$ cat src/i2cirq_consts.svh
`ifndef I2CIRQ_CONSTS_SVH
`define I2CIRQ_CONSTS_SVH

`define I2CIRQ_DATA_W        32
`define I2CIRQ_NEVT          4
`define I2CIRQ_RSV_W         28
`define I2CIRQ_NSETUP        6

`define I2CIRQ_OFF_RAW       8'h00
`define I2CIRQ_OFF_MASK      8'h04
`define I2CIRQ_OFF_CLR       8'h08
`define I2CIRQ_OFF_SETUP1    8'h0C
`define I2CIRQ_OFF_SETUP2    8'h10
`define I2CIRQ_OFF_SETUP3    8'h14
`define I2CIRQ_OFF_PEER      8'h18
`define I2CIRQ_OFF_PAYLOAD   8'h1C
`define I2CIRQ_OFF_LOCATION  8'h20
`define I2CIRQ_OFF_CMD       8'h24

`define I2CIRQ_SETUP_BASE_IX 4'h3
`define I2CIRQ_CMD_IX        4'h9

`define I2CIRQ_BIT_ACK       0
`define I2CIRQ_BIT_STOP      1
`define I2CIRQ_BIT_NOACK     2
`define I2CIRQ_BIT_ARB       3

`define I2CIRQ_RAW_RST       4'h0
`define I2CIRQ_MASK_RST      4'hF
`define I2CIRQ_REG_RST       32'h0000_0000
`define I2CIRQ_SYNC_RST      1'b0
`define I2CIRQ_SCL_IDLE      1'b1

`endif

$ cat src/i2cirq_pkg.sv
package i2cirq_pkg;
  // event levels from the serial engine, in scl domain
  typedef struct packed {
    logic arb_lost;
    logic no_ack;
    logic stop_done;
    logic ack_done;
  } i2cirq_evt_t;

  typedef struct packed {
    logic [31:0] setup_primary;
    logic [31:0] setup_secondary;
    logic [31:0] setup_tertiary;
    logic [31:0] peer_bus_id;
    logic [31:0] transfer_payload;
    logic [31:0] transfer_location;
  } i2cirq_setup_t;

  typedef struct packed {
    logic        valid;
    logic [31:0] data;
  } i2cirq_cmd_t;
endpackage

$ cat src/i2cirq_sync.sv
`include "i2cirq_consts.svh"
module i2cirq_sync #(
  parameter int WIDTH = 1
) (
  input  wire logic             mclk_in,
  input  wire logic             sys_rst_in,
  input  wire logic             clk_en_in,
  input  wire logic [WIDTH-1:0] async_in,
  output logic      [WIDTH-1:0] sync_out
);
  // first stage is read only by the second stage
  logic [WIDTH-1:0] meta_r;
  logic [WIDTH-1:0] meta_nxt;
  logic [WIDTH-1:0] sync_r;
  logic [WIDTH-1:0] sync_nxt;

  always_comb begin
    meta_nxt = meta_r;
    sync_nxt = sync_r;
    if (sys_rst_in) begin
      meta_nxt = {WIDTH{`I2CIRQ_SYNC_RST}};
      sync_nxt = {WIDTH{`I2CIRQ_SYNC_RST}};
    end else if (clk_en_in) begin
      meta_nxt = async_in;
      sync_nxt = meta_r;
    end
  end

  always_ff @(posedge mclk_in) begin
    meta_r <= meta_nxt;
    sync_r <= sync_nxt;
  end

  assign sync_out = sync_r;
endmodule

$ cat src/i2cirq_flags.sv
`include "i2cirq_consts.svh"
module i2cirq_flags #(
  parameter int N = `I2CIRQ_NEVT
) (
  input  wire logic         mclk_in,
  input  wire logic         sys_rst_in,
  input  wire logic         clk_en_in,
  input  wire logic [N-1:0] set_in,
  input  wire logic [N-1:0] clr_in,
  output logic      [N-1:0] flags_out,
  output logic      [N-1:0] flags_nxt_out
);
  logic [N-1:0] flags_r;
  logic [N-1:0] flags_nxt;

  always_comb begin
    flags_nxt = flags_r;
    if (sys_rst_in) begin
      flags_nxt = N'(`I2CIRQ_RAW_RST);
    end else if (clk_en_in) begin
      // set applied after clear so a coincident event survives
      flags_nxt = (flags_r & ~clr_in) | set_in;
    end
  end

  always_ff @(posedge mclk_in) begin
    flags_r <= flags_nxt;
  end

  assign flags_out     = flags_r;
  assign flags_nxt_out = flags_nxt;
endmodule

$ cat src/i2cirq_top.sv
// Behaviour
// - raw event flags readable at offset zero
// - bit 3 set on arbitration loss
// - bit 2 set on missing acknowledge
// - bit 0 set on acknowledge complete
// - per-flag mask bit, one blocks interrupt
// - all mask bits set after reset
// - writing one to clear bit clears flag
// - interrupt high on any unmasked flag
// - ten word registers, read-only and write-only honoured
`include "i2cirq_consts.svh"
module i2cirq_top #(
  parameter int ADDR_W = 12
) (
  input  wire logic                      mclk_in,
  input  wire logic                      sys_rst_in,
  input  wire logic                      clk_en_in,
  input  wire logic                      psel_in,
  input  wire logic                      penable_in,
  input  wire logic                      pwrite_in,
  input  wire logic [ADDR_W-1:0]         paddr_in,
  input  wire logic [31:0]               pwdata_in,
  output logic      [31:0]               prdata_out,
  output logic                           pready_out,
  output logic                           pslverr_out,
  input  wire logic                      scl_in,
  input  wire i2cirq_pkg::i2cirq_evt_t   evt_in,
  output logic                           irq_out,
  output i2cirq_pkg::i2cirq_setup_t      setup_out,
  output i2cirq_pkg::i2cirq_cmd_t        cmd_out
);
  import i2cirq_pkg::*;

  localparam int NE = `I2CIRQ_NEVT;
  localparam int NS = `I2CIRQ_NSETUP;

  function automatic logic reg_hit(input logic [ADDR_W-1:0] a, input logic [7:0] off);
    reg_hit = (a == ADDR_W'(off));
  endfunction

  function automatic logic [3:0] word_ix(input logic [ADDR_W-1:0] a);
    word_ix = a[5:2];
  endfunction

  // ---------------- link sampling ----------------
  logic [NE:0]  link_s;
  logic         scl_s;
  logic [NE-1:0] evt_s;
  logic         scl_d_r;
  logic         scl_d_nxt;
  logic [NE-1:0] evt_prev_r;
  logic [NE-1:0] evt_prev_nxt;
  logic         scl_rise;
  logic [NE-1:0] evt_set;

  i2cirq_sync #(
    .WIDTH (NE + 1)
  ) u_sync (
    .mclk_in    (mclk_in),
    .sys_rst_in (sys_rst_in),
    .clk_en_in  (clk_en_in),
    .async_in   ({~scl_in, evt_in}),
    .sync_out   (link_s)
  );

  // scl is synced inverted so a cleared stage reads as idle high: no false rise after reset
  assign scl_s    = ~link_s[NE];
  assign evt_s    = link_s[NE-1:0];
  assign scl_rise = scl_s & ~scl_d_r;
  // engine outputs change on scl, so they are judged on its rising edge
  assign evt_set  = scl_rise ? (evt_s & ~evt_prev_r) : {NE{1'b0}};

  always_comb begin
    scl_d_nxt    = scl_d_r;
    evt_prev_nxt = evt_prev_r;
    if (sys_rst_in) begin
      scl_d_nxt    = `I2CIRQ_SCL_IDLE;
      evt_prev_nxt = NE'(`I2CIRQ_RAW_RST);
    end else if (clk_en_in) begin
      scl_d_nxt = scl_s;
      if (scl_rise) begin
        evt_prev_nxt = evt_s;
      end
    end
  end

  always_ff @(posedge mclk_in) begin
    scl_d_r    <= scl_d_nxt;
    evt_prev_r <= evt_prev_nxt;
  end

  // ---------------- APB decode ----------------
  logic mapped;
  logic acc;
  logic wr_en;
  logic rd_setup;
  logic [3:0] ix;

  assign ix       = word_ix(paddr_in);
  assign mapped   = (paddr_in[1:0] == 2'h0) &&
                    (paddr_in <= ADDR_W'(`I2CIRQ_OFF_CMD));
  assign acc      = psel_in & penable_in;
  assign wr_en    = acc & pwrite_in & mapped & clk_en_in;
  assign rd_setup = psel_in & ~penable_in & ~pwrite_in;
  // zero wait states: read data is captured in the setup cycle
  assign pready_out  = 1'b1;
  assign pslverr_out = acc & ~mapped;

  // ---------------- interrupt flags ----------------
  logic [NE-1:0] raw;
  logic [NE-1:0] raw_nxt;
  logic [NE-1:0] clr_req;

  assign clr_req = (wr_en && reg_hit(paddr_in, `I2CIRQ_OFF_CLR)) ?
                   pwdata_in[NE-1:0] : {NE{1'b0}};

  i2cirq_flags #(
    .N (NE)
  ) u_flags (
    .mclk_in       (mclk_in),
    .sys_rst_in    (sys_rst_in),
    .clk_en_in     (clk_en_in),
    .set_in        (evt_set),
    .clr_in        (clr_req),
    .flags_out     (raw),
    .flags_nxt_out (raw_nxt)
  );

  // ---------------- register file ----------------
  logic [NE-1:0] mask_r;
  logic [NE-1:0] mask_nxt;
  logic [31:0]   setup_r [NS];
  logic [31:0]   setup_nxt [NS];
  logic [31:0]   cmd_data_r;
  logic [31:0]   cmd_data_nxt;
  logic          cmd_valid_r;
  logic          cmd_valid_nxt;
  logic [31:0]   prdata_r;
  logic [31:0]   prdata_nxt;
  logic          irq_r;
  logic          irq_nxt;
  logic [3:0]    sidx;

  assign sidx = ix - `I2CIRQ_SETUP_BASE_IX;

  always_comb begin
    mask_nxt      = mask_r;
    setup_nxt     = setup_r;
    cmd_data_nxt  = cmd_data_r;
    cmd_valid_nxt = cmd_valid_r;
    prdata_nxt    = prdata_r;
    if (sys_rst_in) begin
      mask_nxt      = `I2CIRQ_MASK_RST;
      for (int i = 0; i < NS; i++) begin
        setup_nxt[i] = `I2CIRQ_REG_RST;
      end
      cmd_data_nxt  = `I2CIRQ_REG_RST;
      cmd_valid_nxt = 1'b0;
      prdata_nxt    = `I2CIRQ_REG_RST;
    end else if (clk_en_in) begin
      cmd_valid_nxt = 1'b0;
      if (wr_en) begin
        if (reg_hit(paddr_in, `I2CIRQ_OFF_MASK)) begin
          mask_nxt = pwdata_in[NE-1:0];
        end
        if (ix >= `I2CIRQ_SETUP_BASE_IX && ix < `I2CIRQ_CMD_IX) begin
          setup_nxt[sidx[2:0]] = pwdata_in;
        end
        if (ix == `I2CIRQ_CMD_IX) begin
          cmd_data_nxt  = pwdata_in;
          cmd_valid_nxt = 1'b1;
        end
      end
      if (rd_setup) begin
        prdata_nxt = `I2CIRQ_REG_RST;
        if (reg_hit(paddr_in, `I2CIRQ_OFF_RAW)) begin
          prdata_nxt = {`I2CIRQ_RSV_W'(0), raw};
        end else if (reg_hit(paddr_in, `I2CIRQ_OFF_MASK)) begin
          prdata_nxt = {`I2CIRQ_RSV_W'(0), mask_r};
        end else if (mapped && ix >= `I2CIRQ_SETUP_BASE_IX &&
                     ix < `I2CIRQ_CMD_IX) begin
          prdata_nxt = setup_r[sidx[2:0]];
        end
      end
    end
  end

  always_comb begin
    irq_nxt = irq_r;
    if (sys_rst_in) begin
      irq_nxt = 1'b0;
    end else if (clk_en_in) begin
      // built from next values so the pin tracks the flags without lag
      irq_nxt = |(raw_nxt & ~mask_nxt);
    end
  end

  always_ff @(posedge mclk_in) begin
    mask_r      <= mask_nxt;
    setup_r     <= setup_nxt;
    cmd_data_r  <= cmd_data_nxt;
    cmd_valid_r <= cmd_valid_nxt;
    prdata_r    <= prdata_nxt;
    irq_r       <= irq_nxt;
  end

  assign prdata_out                  = prdata_r;
  assign irq_out                     = irq_r;
  assign setup_out.setup_primary     = setup_r[0];
  assign setup_out.setup_secondary   = setup_r[1];
  assign setup_out.setup_tertiary    = setup_r[2];
  assign setup_out.peer_bus_id       = setup_r[3];
  assign setup_out.transfer_payload  = setup_r[4];
  assign setup_out.transfer_location = setup_r[5];
  assign cmd_out.valid               = cmd_valid_r;
  assign cmd_out.data                = cmd_data_r;

  // ---------------- assertions ----------------
  property p_raw_read;
    @(posedge mclk_in) disable iff (sys_rst_in)
      (rd_setup && clk_en_in && reg_hit(paddr_in, `I2CIRQ_OFF_RAW)) |=>
        (prdata_out == {`I2CIRQ_RSV_W'(0), $past(raw)});
  endproperty
  a_raw_read: assert property (p_raw_read) else $error("raw read mismatch");

  property p_arb_set;
    @(posedge mclk_in) disable iff (sys_rst_in)
      (clk_en_in && evt_set[`I2CIRQ_BIT_ARB]) |=> raw[`I2CIRQ_BIT_ARB];
  endproperty
  a_arb_set: assert property (p_arb_set) else $error("arb flag not set");

  property p_noack_set;
    @(posedge mclk_in) disable iff (sys_rst_in)
      (clk_en_in && scl_rise && evt_s[`I2CIRQ_BIT_NOACK] &&
       !evt_prev_r[`I2CIRQ_BIT_NOACK]) |=> raw[`I2CIRQ_BIT_NOACK];
  endproperty
  a_noack_set: assert property (p_noack_set) else $error("noack flag not set");

  property p_stop_set;
    @(posedge mclk_in) disable iff (sys_rst_in)
      $rose(raw[`I2CIRQ_BIT_STOP]) |-> $past(evt_set[`I2CIRQ_BIT_STOP]);
  endproperty
  a_stop_set: assert property (p_stop_set) else $error("stop flag without event");

  property p_ack_set;
    @(posedge mclk_in) disable iff (sys_rst_in)
      (clk_en_in && evt_set[`I2CIRQ_BIT_ACK]) |=> raw[`I2CIRQ_BIT_ACK];
  endproperty
  a_ack_set: assert property (p_ack_set) else $error("ack flag not set");

  property p_mask_wr;
    @(posedge mclk_in) disable iff (sys_rst_in)
      (wr_en && reg_hit(paddr_in, `I2CIRQ_OFF_MASK)) |=>
        (mask_r == $past(pwdata_in[NE-1:0]));
  endproperty
  a_mask_wr: assert property (p_mask_wr) else $error("mask write lost");

  property p_mask_rst;
    @(posedge mclk_in) sys_rst_in |=> (mask_r == `I2CIRQ_MASK_RST && !irq_out);
  endproperty
  a_mask_rst: assert property (p_mask_rst) else $error("mask reset value wrong");

  property p_clear;
    @(posedge mclk_in) disable iff (sys_rst_in)
      (clk_en_in && |clr_req) |=>
        ((raw & $past(clr_req) & ~$past(evt_set)) == {NE{1'b0}});
  endproperty
  a_clear: assert property (p_clear) else $error("clear did not clear");

  property p_irq;
    @(posedge mclk_in) disable iff (sys_rst_in)
      irq_out == |(raw & ~mask_r);
  endproperty
  a_irq: assert property (p_irq) else $error("irq level mismatch");

  property p_unmapped;
    @(posedge mclk_in) disable iff (sys_rst_in)
      (acc && !mapped) |-> (pslverr_out && pready_out);
  endproperty
  a_unmapped: assert property (p_unmapped) else $error("unmapped not flagged");

  property p_keep;
    @(posedge mclk_in) disable iff (sys_rst_in)
      (clk_en_in && |clr_req) |=>
        ((raw & ~$past(clr_req)) == (($past(raw) | $past(evt_set)) & ~$past(clr_req)));
  endproperty
  a_keep: assert property (p_keep) else $error("zero clear bit changed flag");

  property p_set_wins;
    @(posedge mclk_in) disable iff (sys_rst_in)
      (clk_en_in && |(clr_req & evt_set)) |=> |(raw & $past(clr_req & evt_set));
  endproperty
  a_set_wins: assert property (p_set_wins) else $error("event lost to clear");

  property p_cmd_pulse;
    @(posedge mclk_in) disable iff (sys_rst_in)
      (wr_en && ix == `I2CIRQ_CMD_IX) |=>
        (cmd_out.valid && cmd_out.data == $past(pwdata_in));
  endproperty
  a_cmd_pulse: assert property (p_cmd_pulse) else $error("command not issued");

  property p_cmd_once;
    @(posedge mclk_in) disable iff (sys_rst_in)
      (cmd_out.valid && clk_en_in) |=> !cmd_out.valid;
  endproperty
  a_cmd_once: assert property (p_cmd_once) else $error("command pulse too long");

  property p_rd_hold;
    @(posedge mclk_in) disable iff (sys_rst_in)
      !(rd_setup && clk_en_in) |=> $stable(prdata_out);
  endproperty
  a_rd_hold: assert property (p_rd_hold) else $error("read data moved");
endmodule

$ cat config.mk
export PLATFORM = sky130hd
export DESIGN_NAME = i2cirq_top
export DESIGN_NICKNAME = d
export VERILOG_FILES = /design/src/i2cirq_pkg.sv /design/src/i2cirq_sync.sv /design/src/i2cirq_flags.sv /design/src/i2cirq_top.sv
export VERILOG_INCLUDE_DIRS = /design/src
export SDC_FILE = /design/constraint.sdc
export NUM_CORES = 1
export LEC_CHECK = 0
export ABC_CLOCK_PERIOD_IN_PS = 2500
export BUFFER_PORTS_ARGS = -buffer_cell sky130_fd_sc_hd__buf_2
export CAP_MARGIN = 10
export CORE_MARGIN = 10
export CORE_UTILIZATION = 48
export CTS_CLUSTER_DIAMETER = 200
export DETAILED_ROUTE_END_ITERATION = 7
export GPL_TIMING_DRIVEN = 0
export PLACE_DENSITY = 0.77
export SLEW_MARGIN = 10
export SYNTH_ARGS = -nofsm -noshare
export SYNTH_HDL_FRONTEND = slang
export SYNTH_SLANG_ARGS = --single-unit
$ cat constraint.sdc
create_clock -name mclk_in -period 2.5 [get_ports mclk_in]
set_input_delay 0.5 -clock mclk_in [delete_from_list [all_inputs] [get_ports mclk_in]]
set_output_delay 0.5 -clock mclk_in [all_outputs]
set_load 0.01 [all_outputs]
==> results of run 1 <==
-- critical path: stages --
cell	delay [ps]
buf_2	110
or4_1	630
nor3_1	270
and4b_1	240
clkbuf_1	480
clkbuf_2	410
nand2_1	140
a21oi_1	150
-- registers in the layout (all words and copies together), names as in the netlist --
| register | flops |
|---|---|
| u_sync.sync_out | 5 |
| cmd_data_r | 32 |
| evt_prev_r | 4 |
| mask_r | 4 |
| prdata_out | 32 |
| cmd_valid_r | 1 |
| setup_out | 192 |
| u_flags.flags_out | 4 |
| irq_out | 1 |
| scl_d_r | 1 |
| u_sync.meta_r | 5 |
-- timing repair --
action                     in CTS  in global routing
pin swaps                       2                  1
gates resized for setup        15                 13
cloned                          0                  0
setup endpoints to repair     188                 73
setup buffers                   4                  0
-- path summary, 6_finish.rpt --
kind         cells after the start                       endpoint                             from
max                              8    cmd_data_r[11]$_SDFFE_PP0P_                     paddr_in[10]
min                              2  u_sync.meta_r[4]$_SDFFE_PP0P_                           scl_in
max reg2reg                      5           irq_out$_SDFFE_PP0P_  u_sync.sync_out[4]$_SDFFE_PP0P_
min reg2reg                      2     cmd_data_r[5]$_SDFFE_PP0P_       cmd_data_r[5]$_SDFFE_PP0P_
-- power groups by stage --
stage	sequential [µW]	combinational (µW)	clock [µW]
finish	4490	608	4510
global route	4490	652	4700
CTS	4490	591	4510
detailed placement	4590	579	0
global placement	4590	571	0
floorplan	4590	318	0
-- through the flow --
step	setup TNS, ps	util	hold WS, ps	cells	total power (µW)
after floorplan	0	-	446	1404	4910
after global placement	-173930	0.565	435	2034	5160
after detailed placement	-183690	0.565	441	2034	5170
after CTS	0	0.610	122	2090	9600
after global routing	0	0.611	130	2090	9850
final	0	0.611	128	2090	9610
-- cells in the mapped netlist (all sizes together), types with 4 or more instances --
| cell type | n |
|---|---|
| a21oi | 201 |
| a22oi | 5 |
| a2bb2oi | 5 |
| a31oi | 4 |
| buf | 32 |
| clkbuf | 81 |
| dfxtp | 281 |
| ha | 5 |
| inv | 7 |
| mux2 | 27 |
| mux2i | 111 |
| nand2 | 352 |
| nand2b | 5 |
| nand3 | 11 |
| nand3b | 7 |
| nand4 | 7 |
| nor2 | 103 |
| nor3b | 4 |
| o21ai | 61 |
| o22ai | 26 |
| o2bb2ai | 4 |
| o41ai | 4 |
| or3 | 26 |
-- cell type report --
type / count / area [µm²] / area share
timing repair buffer: 310 / 1560 / 0.106
multi-input combinational: 1002 / 5620 / 0.381
clock inverter: 12 / 126 / 0.00856
tap: 324 / 405 / 0.0275
buffer: 111 / 515 / 0.0349
clock buffer: 42 / 875 / 0.0592
sequential: 281 / 5630 / 0.381
inverter: 8 / 33.8 / 0.00229
-- per-layer routing --
metal  global-route usage  share of wire  vias up
li1                     -              -     5462
met1                0.344           0.40     5617
met2                0.448           0.46      657
met3               0.0795           0.11      106
met4                0.102          0.034        0
met5                    0              0        -
-- kinds of logic after synthesis --
logic type / synth area share
fa+ha+maj: 0.00533
mux: 0.123
compound gates: 0.152
other cells: 0.000320
flops: 0.480
simple gates: 0.193
xor+xnor: 0.00149
buf+inv: 0.0458
==> out/results.txt, run 1 <==
Run status: complete, no violations
Share of the synthesized area in the top cell type: 0.480
Part of the power in registers: 0.468
Dominant cell type by area after synthesis: dfxtp_1
Rel. slew slack: 0.475
Core ar.: 0.0242 mm²
Worst skew pair latency: 560 ps
Post-synth ARST share: 0
Initial Util: 0.485
WL final: 45.4 mm
Clock tree buffer depth: 3
P_leak: 0.00668 µW
DRT Pass-1 Iters: 5
#FFs+latches synth: 281
Area of placed instances: 0.0137 mm²
Clock power share: 0.469
# rows: 57
TritonCTS Sinks: 281
Avg Cell Area, Syn: 8.35 µm²
DP Worst Slack: -1140 ps
Max_cap viols: 0
Fmax: 410 MHz
Nets: 1803
Synth Warn #: 0
Final Instance Area: 0.0148 mm²
DR WL/cell: 21.7 µm
R2R setup slack: 810 ps
Die height: 176 µm
CTS root buf: clkbuf_16
Initial antenna violation count: 0
DRC: 0
Fin. Hold Viols: 0
Num ports: 315
Fin crit period: 2440 ps
Htree depth: 1
Ranking of synthesized cells by area: dfxtp_1 (48%), nand2_1 (11%), mux2i_1 (9.5%)
Area Growth Syn to Fin: 25.9%
Grt ovf: 0
Final Cycle Share: 0.975
Final WS setup: 62.6 ps
Global-route wire length before repair: 68.2 mm
Combinational power share: 0.063
Worst-path clk slew: 60 ps
Placed wire-length estimate: 33.6 mm
Drt first-iter violations: 1062
Largest net degree at the start of global routing: 20
Arr. time, crit path: 2920 ps
Final setup violation count: 0
DRT antenna net count: 0
Worst EP required: 2980 ps
Gr usage total: 0.277
Via density per instance: 5.67
Startpoint types: input pin
Layout cell share with drive strength beyond 1: 0.255
Distinct cells, synth: 59
Crit Path Max Fanout: 10
Internal Power: 7290 µW
Fillers: 2139
Vias in the first global route: 11600
Final Slew Violations: 0
Most frequent cells in the layout: nand2_1 (352), buf_2 (327), dfxtp_1 (281)
Most common cell after layout, fill and taps aside: nand2_1
Crit path kind: input pin to flop
Final RePlAce weighted congestion: 0.901
Sequential fraction of the synthesis area: 0.480
Post-Synthesis Cells: 1404
Worst hold path class: input pin to flop
Dominant synthesized flop cell: dfxtp_1
Net Sw Power: 2310 µW
RSZ-0062 raised after global routing: no
I/O Buffers: 306
Die Footprint: 0.0311 mm²
Worst-margin pin slew: 787 ps
N_diodes: 0
Area of the mapped netlist: 0.0117 mm²
Die Span X: 176 µm
Clock Skews: 16.3 ps
CP Capture Type: flop
Hold-fix buffers, CTS: 0
P per Cell Area: 651 mW/mm²
Detailed-route via count: 11800
Number of flops mapped to enable cells by yosys: 0
Worst vdd ir: 0.511 mV
CTS tree: yes
Post-Syn Nets: 1464
TritonCTS buffer count: 29
Sw Ratio: 0.241
Power figures use the tool's default switching activity.
==> run 2, diff against run 1 <==
--- a/config.mk
+++ b/config.mk
@@ -13,7 +13,6 @@
 export CORE_UTILIZATION = 48
 export CTS_CLUSTER_DIAMETER = 200
 export DETAILED_ROUTE_END_ITERATION = 7
-export GPL_TIMING_DRIVEN = 0
 export PLACE_DENSITY = 0.77
 export SLEW_MARGIN = 10
 export SYNTH_ARGS = -nofsm -noshare
==> out/results.txt, run 2 (synthesis results as in run 1) <==
Run status: complete, no violations
Max_cap viols: 0
Worst-margin pin slew: 824 ps
Final Slew Violations: 0
Hold Path Origin: scl_in
Fmax: 452 MHz
Crit path kind: input pin to primary output
Die Footprint: 0.0311 mm²
Arr. time, crit path: 1710 ps
Rel. slew slack: 0.450
Htree depth: 1
Die Span X: 176 µm
Most frequent cells in the layout: nand2_1 (352), buf_2 (311), dfxtp_1 (281)
Drt first-iter violations: 1132
# rows: 57
Clock Skews: 11.3 ps
P per Cell Area: 637 mW/mm²
Most common cell after layout, fill and taps aside: nand2_1
Final setup violation count: 0
Fillers: 2152
Global-route wire length before repair: 64.2 mm
Worst skew pair latency: 550 ps
Num ports: 315
Fin. Hold Viols: 0
I/O Buffers: 313
Max reg flops: 192
Initial Util: 0.485
Core ar.: 0.0242 mm²
WL final: 41.7 mm
Sw Ratio: 0.234
CP Capture Type: primary output
Setup bufs post-CTS: 0
Clock power share: 0.462
Startpoint types: input pin
FF/Latch Area: 0.00563 mm²
Crit Path Max Fanout: 3
CTS root buf: clkbuf_16
TritonCTS Sinks: 281
Die height: 176 µm
Worst EP required: 2000 ps
Via density per instance: 5.66
Worst Setup SP: paddr_in[10]
R2R setup slack: 930 ps
Nets: 1757
Overall Power: 9450 µW
Grt ovf: 0
Largest net degree at the start of global routing: 126
Initial antenna violation count: 0
DRT Pass-1 Iters: 5
Area of placed instances: 0.0139 mm²
Hold-fix buffers, CTS: 0
Setup tns final: 0 ps
Worst-path clk slew: 60 ps
DR WL/cell: 20.4 µm
Vias in the first global route: 11400
Placed wire-length estimate: 28.7 mm
DRC: 0
Final RePlAce weighted congestion: 0.891
Worst r2r src: u_sync.sync_out[4]$_SDFFE_PP0P_
Clock tree buffer depth: 3
Combinational power share: 0.063
N_diodes: 0
Area Growth Syn to Fin: 26.5%
Final Cycle Share: 0.886
Worst vdd ir: 0.550 mV
Detailed-route via count: 11600
DRT antenna net count: 0
Net Sw Power: 2210 µW
Worst hold path class: input pin to flop
Final Instance Area: 0.0148 mm²
Gr usage total: 0.254
P_leak: 0.00675 µW
CTS tree: yes
TritonCTS buffer count: 29
RSZ-0062 raised after global routing: no
Multi-input gate area: 0.00561 mm²
Internal Power: 7250 µW
Fin crit period: 2210 ps
Part of the power in registers: 0.475
Layout cell share with drive strength beyond 1: 0.273
Resize count post-CTS: 0
run 2: changes by cell type in the layout (fill, tap and decap cells not counted), moves of 3 or more:
cell      change
nand3_2       +3
buf_6         -6
buf_12       +13
buf_4        +43
clkbuf_2     -13
buf_2        -16
clkbuf_8      -5
clkbuf_1     -61
nand3_1       -3
run 2: final cells by class:
type | count | area share
repair buffers | 375 | 0.149
flip-flops and latches | 281 | 0.379
clock inverters | 13 | 0.00987
clock buffers | 41 | 0.0546
inverters | 8 | 0.00202
multi-input cells | 1002 | 0.378
well taps | 324 | 0.0273
run 2: worst max-delay path, stage by stage:
cell     delay [ps]
buf_2           100
or4_1           630
nor2_1          240
a21oi_1          90
buf_2           150
run 2: metal layers:
metal | track usage | wire length, µm | part of all wire
met1 | 0.318 | 16900 | 0.41
met2 | 0.418 | 19400 | 0.46
met3 | 0.0651 | 4150 | 0.10
met4 | 0.0858 | 1230 | 0.030
met5 | 0 | 0 | 0
run 2: power by group through the flow:
stage               Sequential, µW  Combinational (µW)  Clock, µW
floorplan                     4590                 318          0
global placement              4590                 576          0
detailed placement            4590                 581          0
CTS                           4490                 584       4400
global route                  4490                 640       4570
finish                        4490                 594       4370
run 2: path summary, 6_finish.rpt:
check / endpoint / cells past startpoint
worst min register to register: cmd_data_r[10]$_SDFFE_PP0P_ / 2
worst max register to register: irq_out$_SDFFE_PP0P_ / 5
worst max-delay path: pslverr_out / 5
worst min-delay path: u_sync.meta_r[4]$_SDFFE_PP0P_ / 2
run 2: stage by stage:
stage / utilization / worst slack, ps / hold WS (ps) / instances
6_report: 0.614 / 285 / 147 / 2044
2_1_floorplan: - / 57.3 / 446 / 1404
3_5_place_dp: 0.574 / -142 / 441 / 1990
4_1_cts: 0.614 / 304 / 128 / 2044
3_3_place_gp: 0.574 / -88.1 / 434 / 1990
5_1_grt: 0.614 / 227 / 137 / 2044
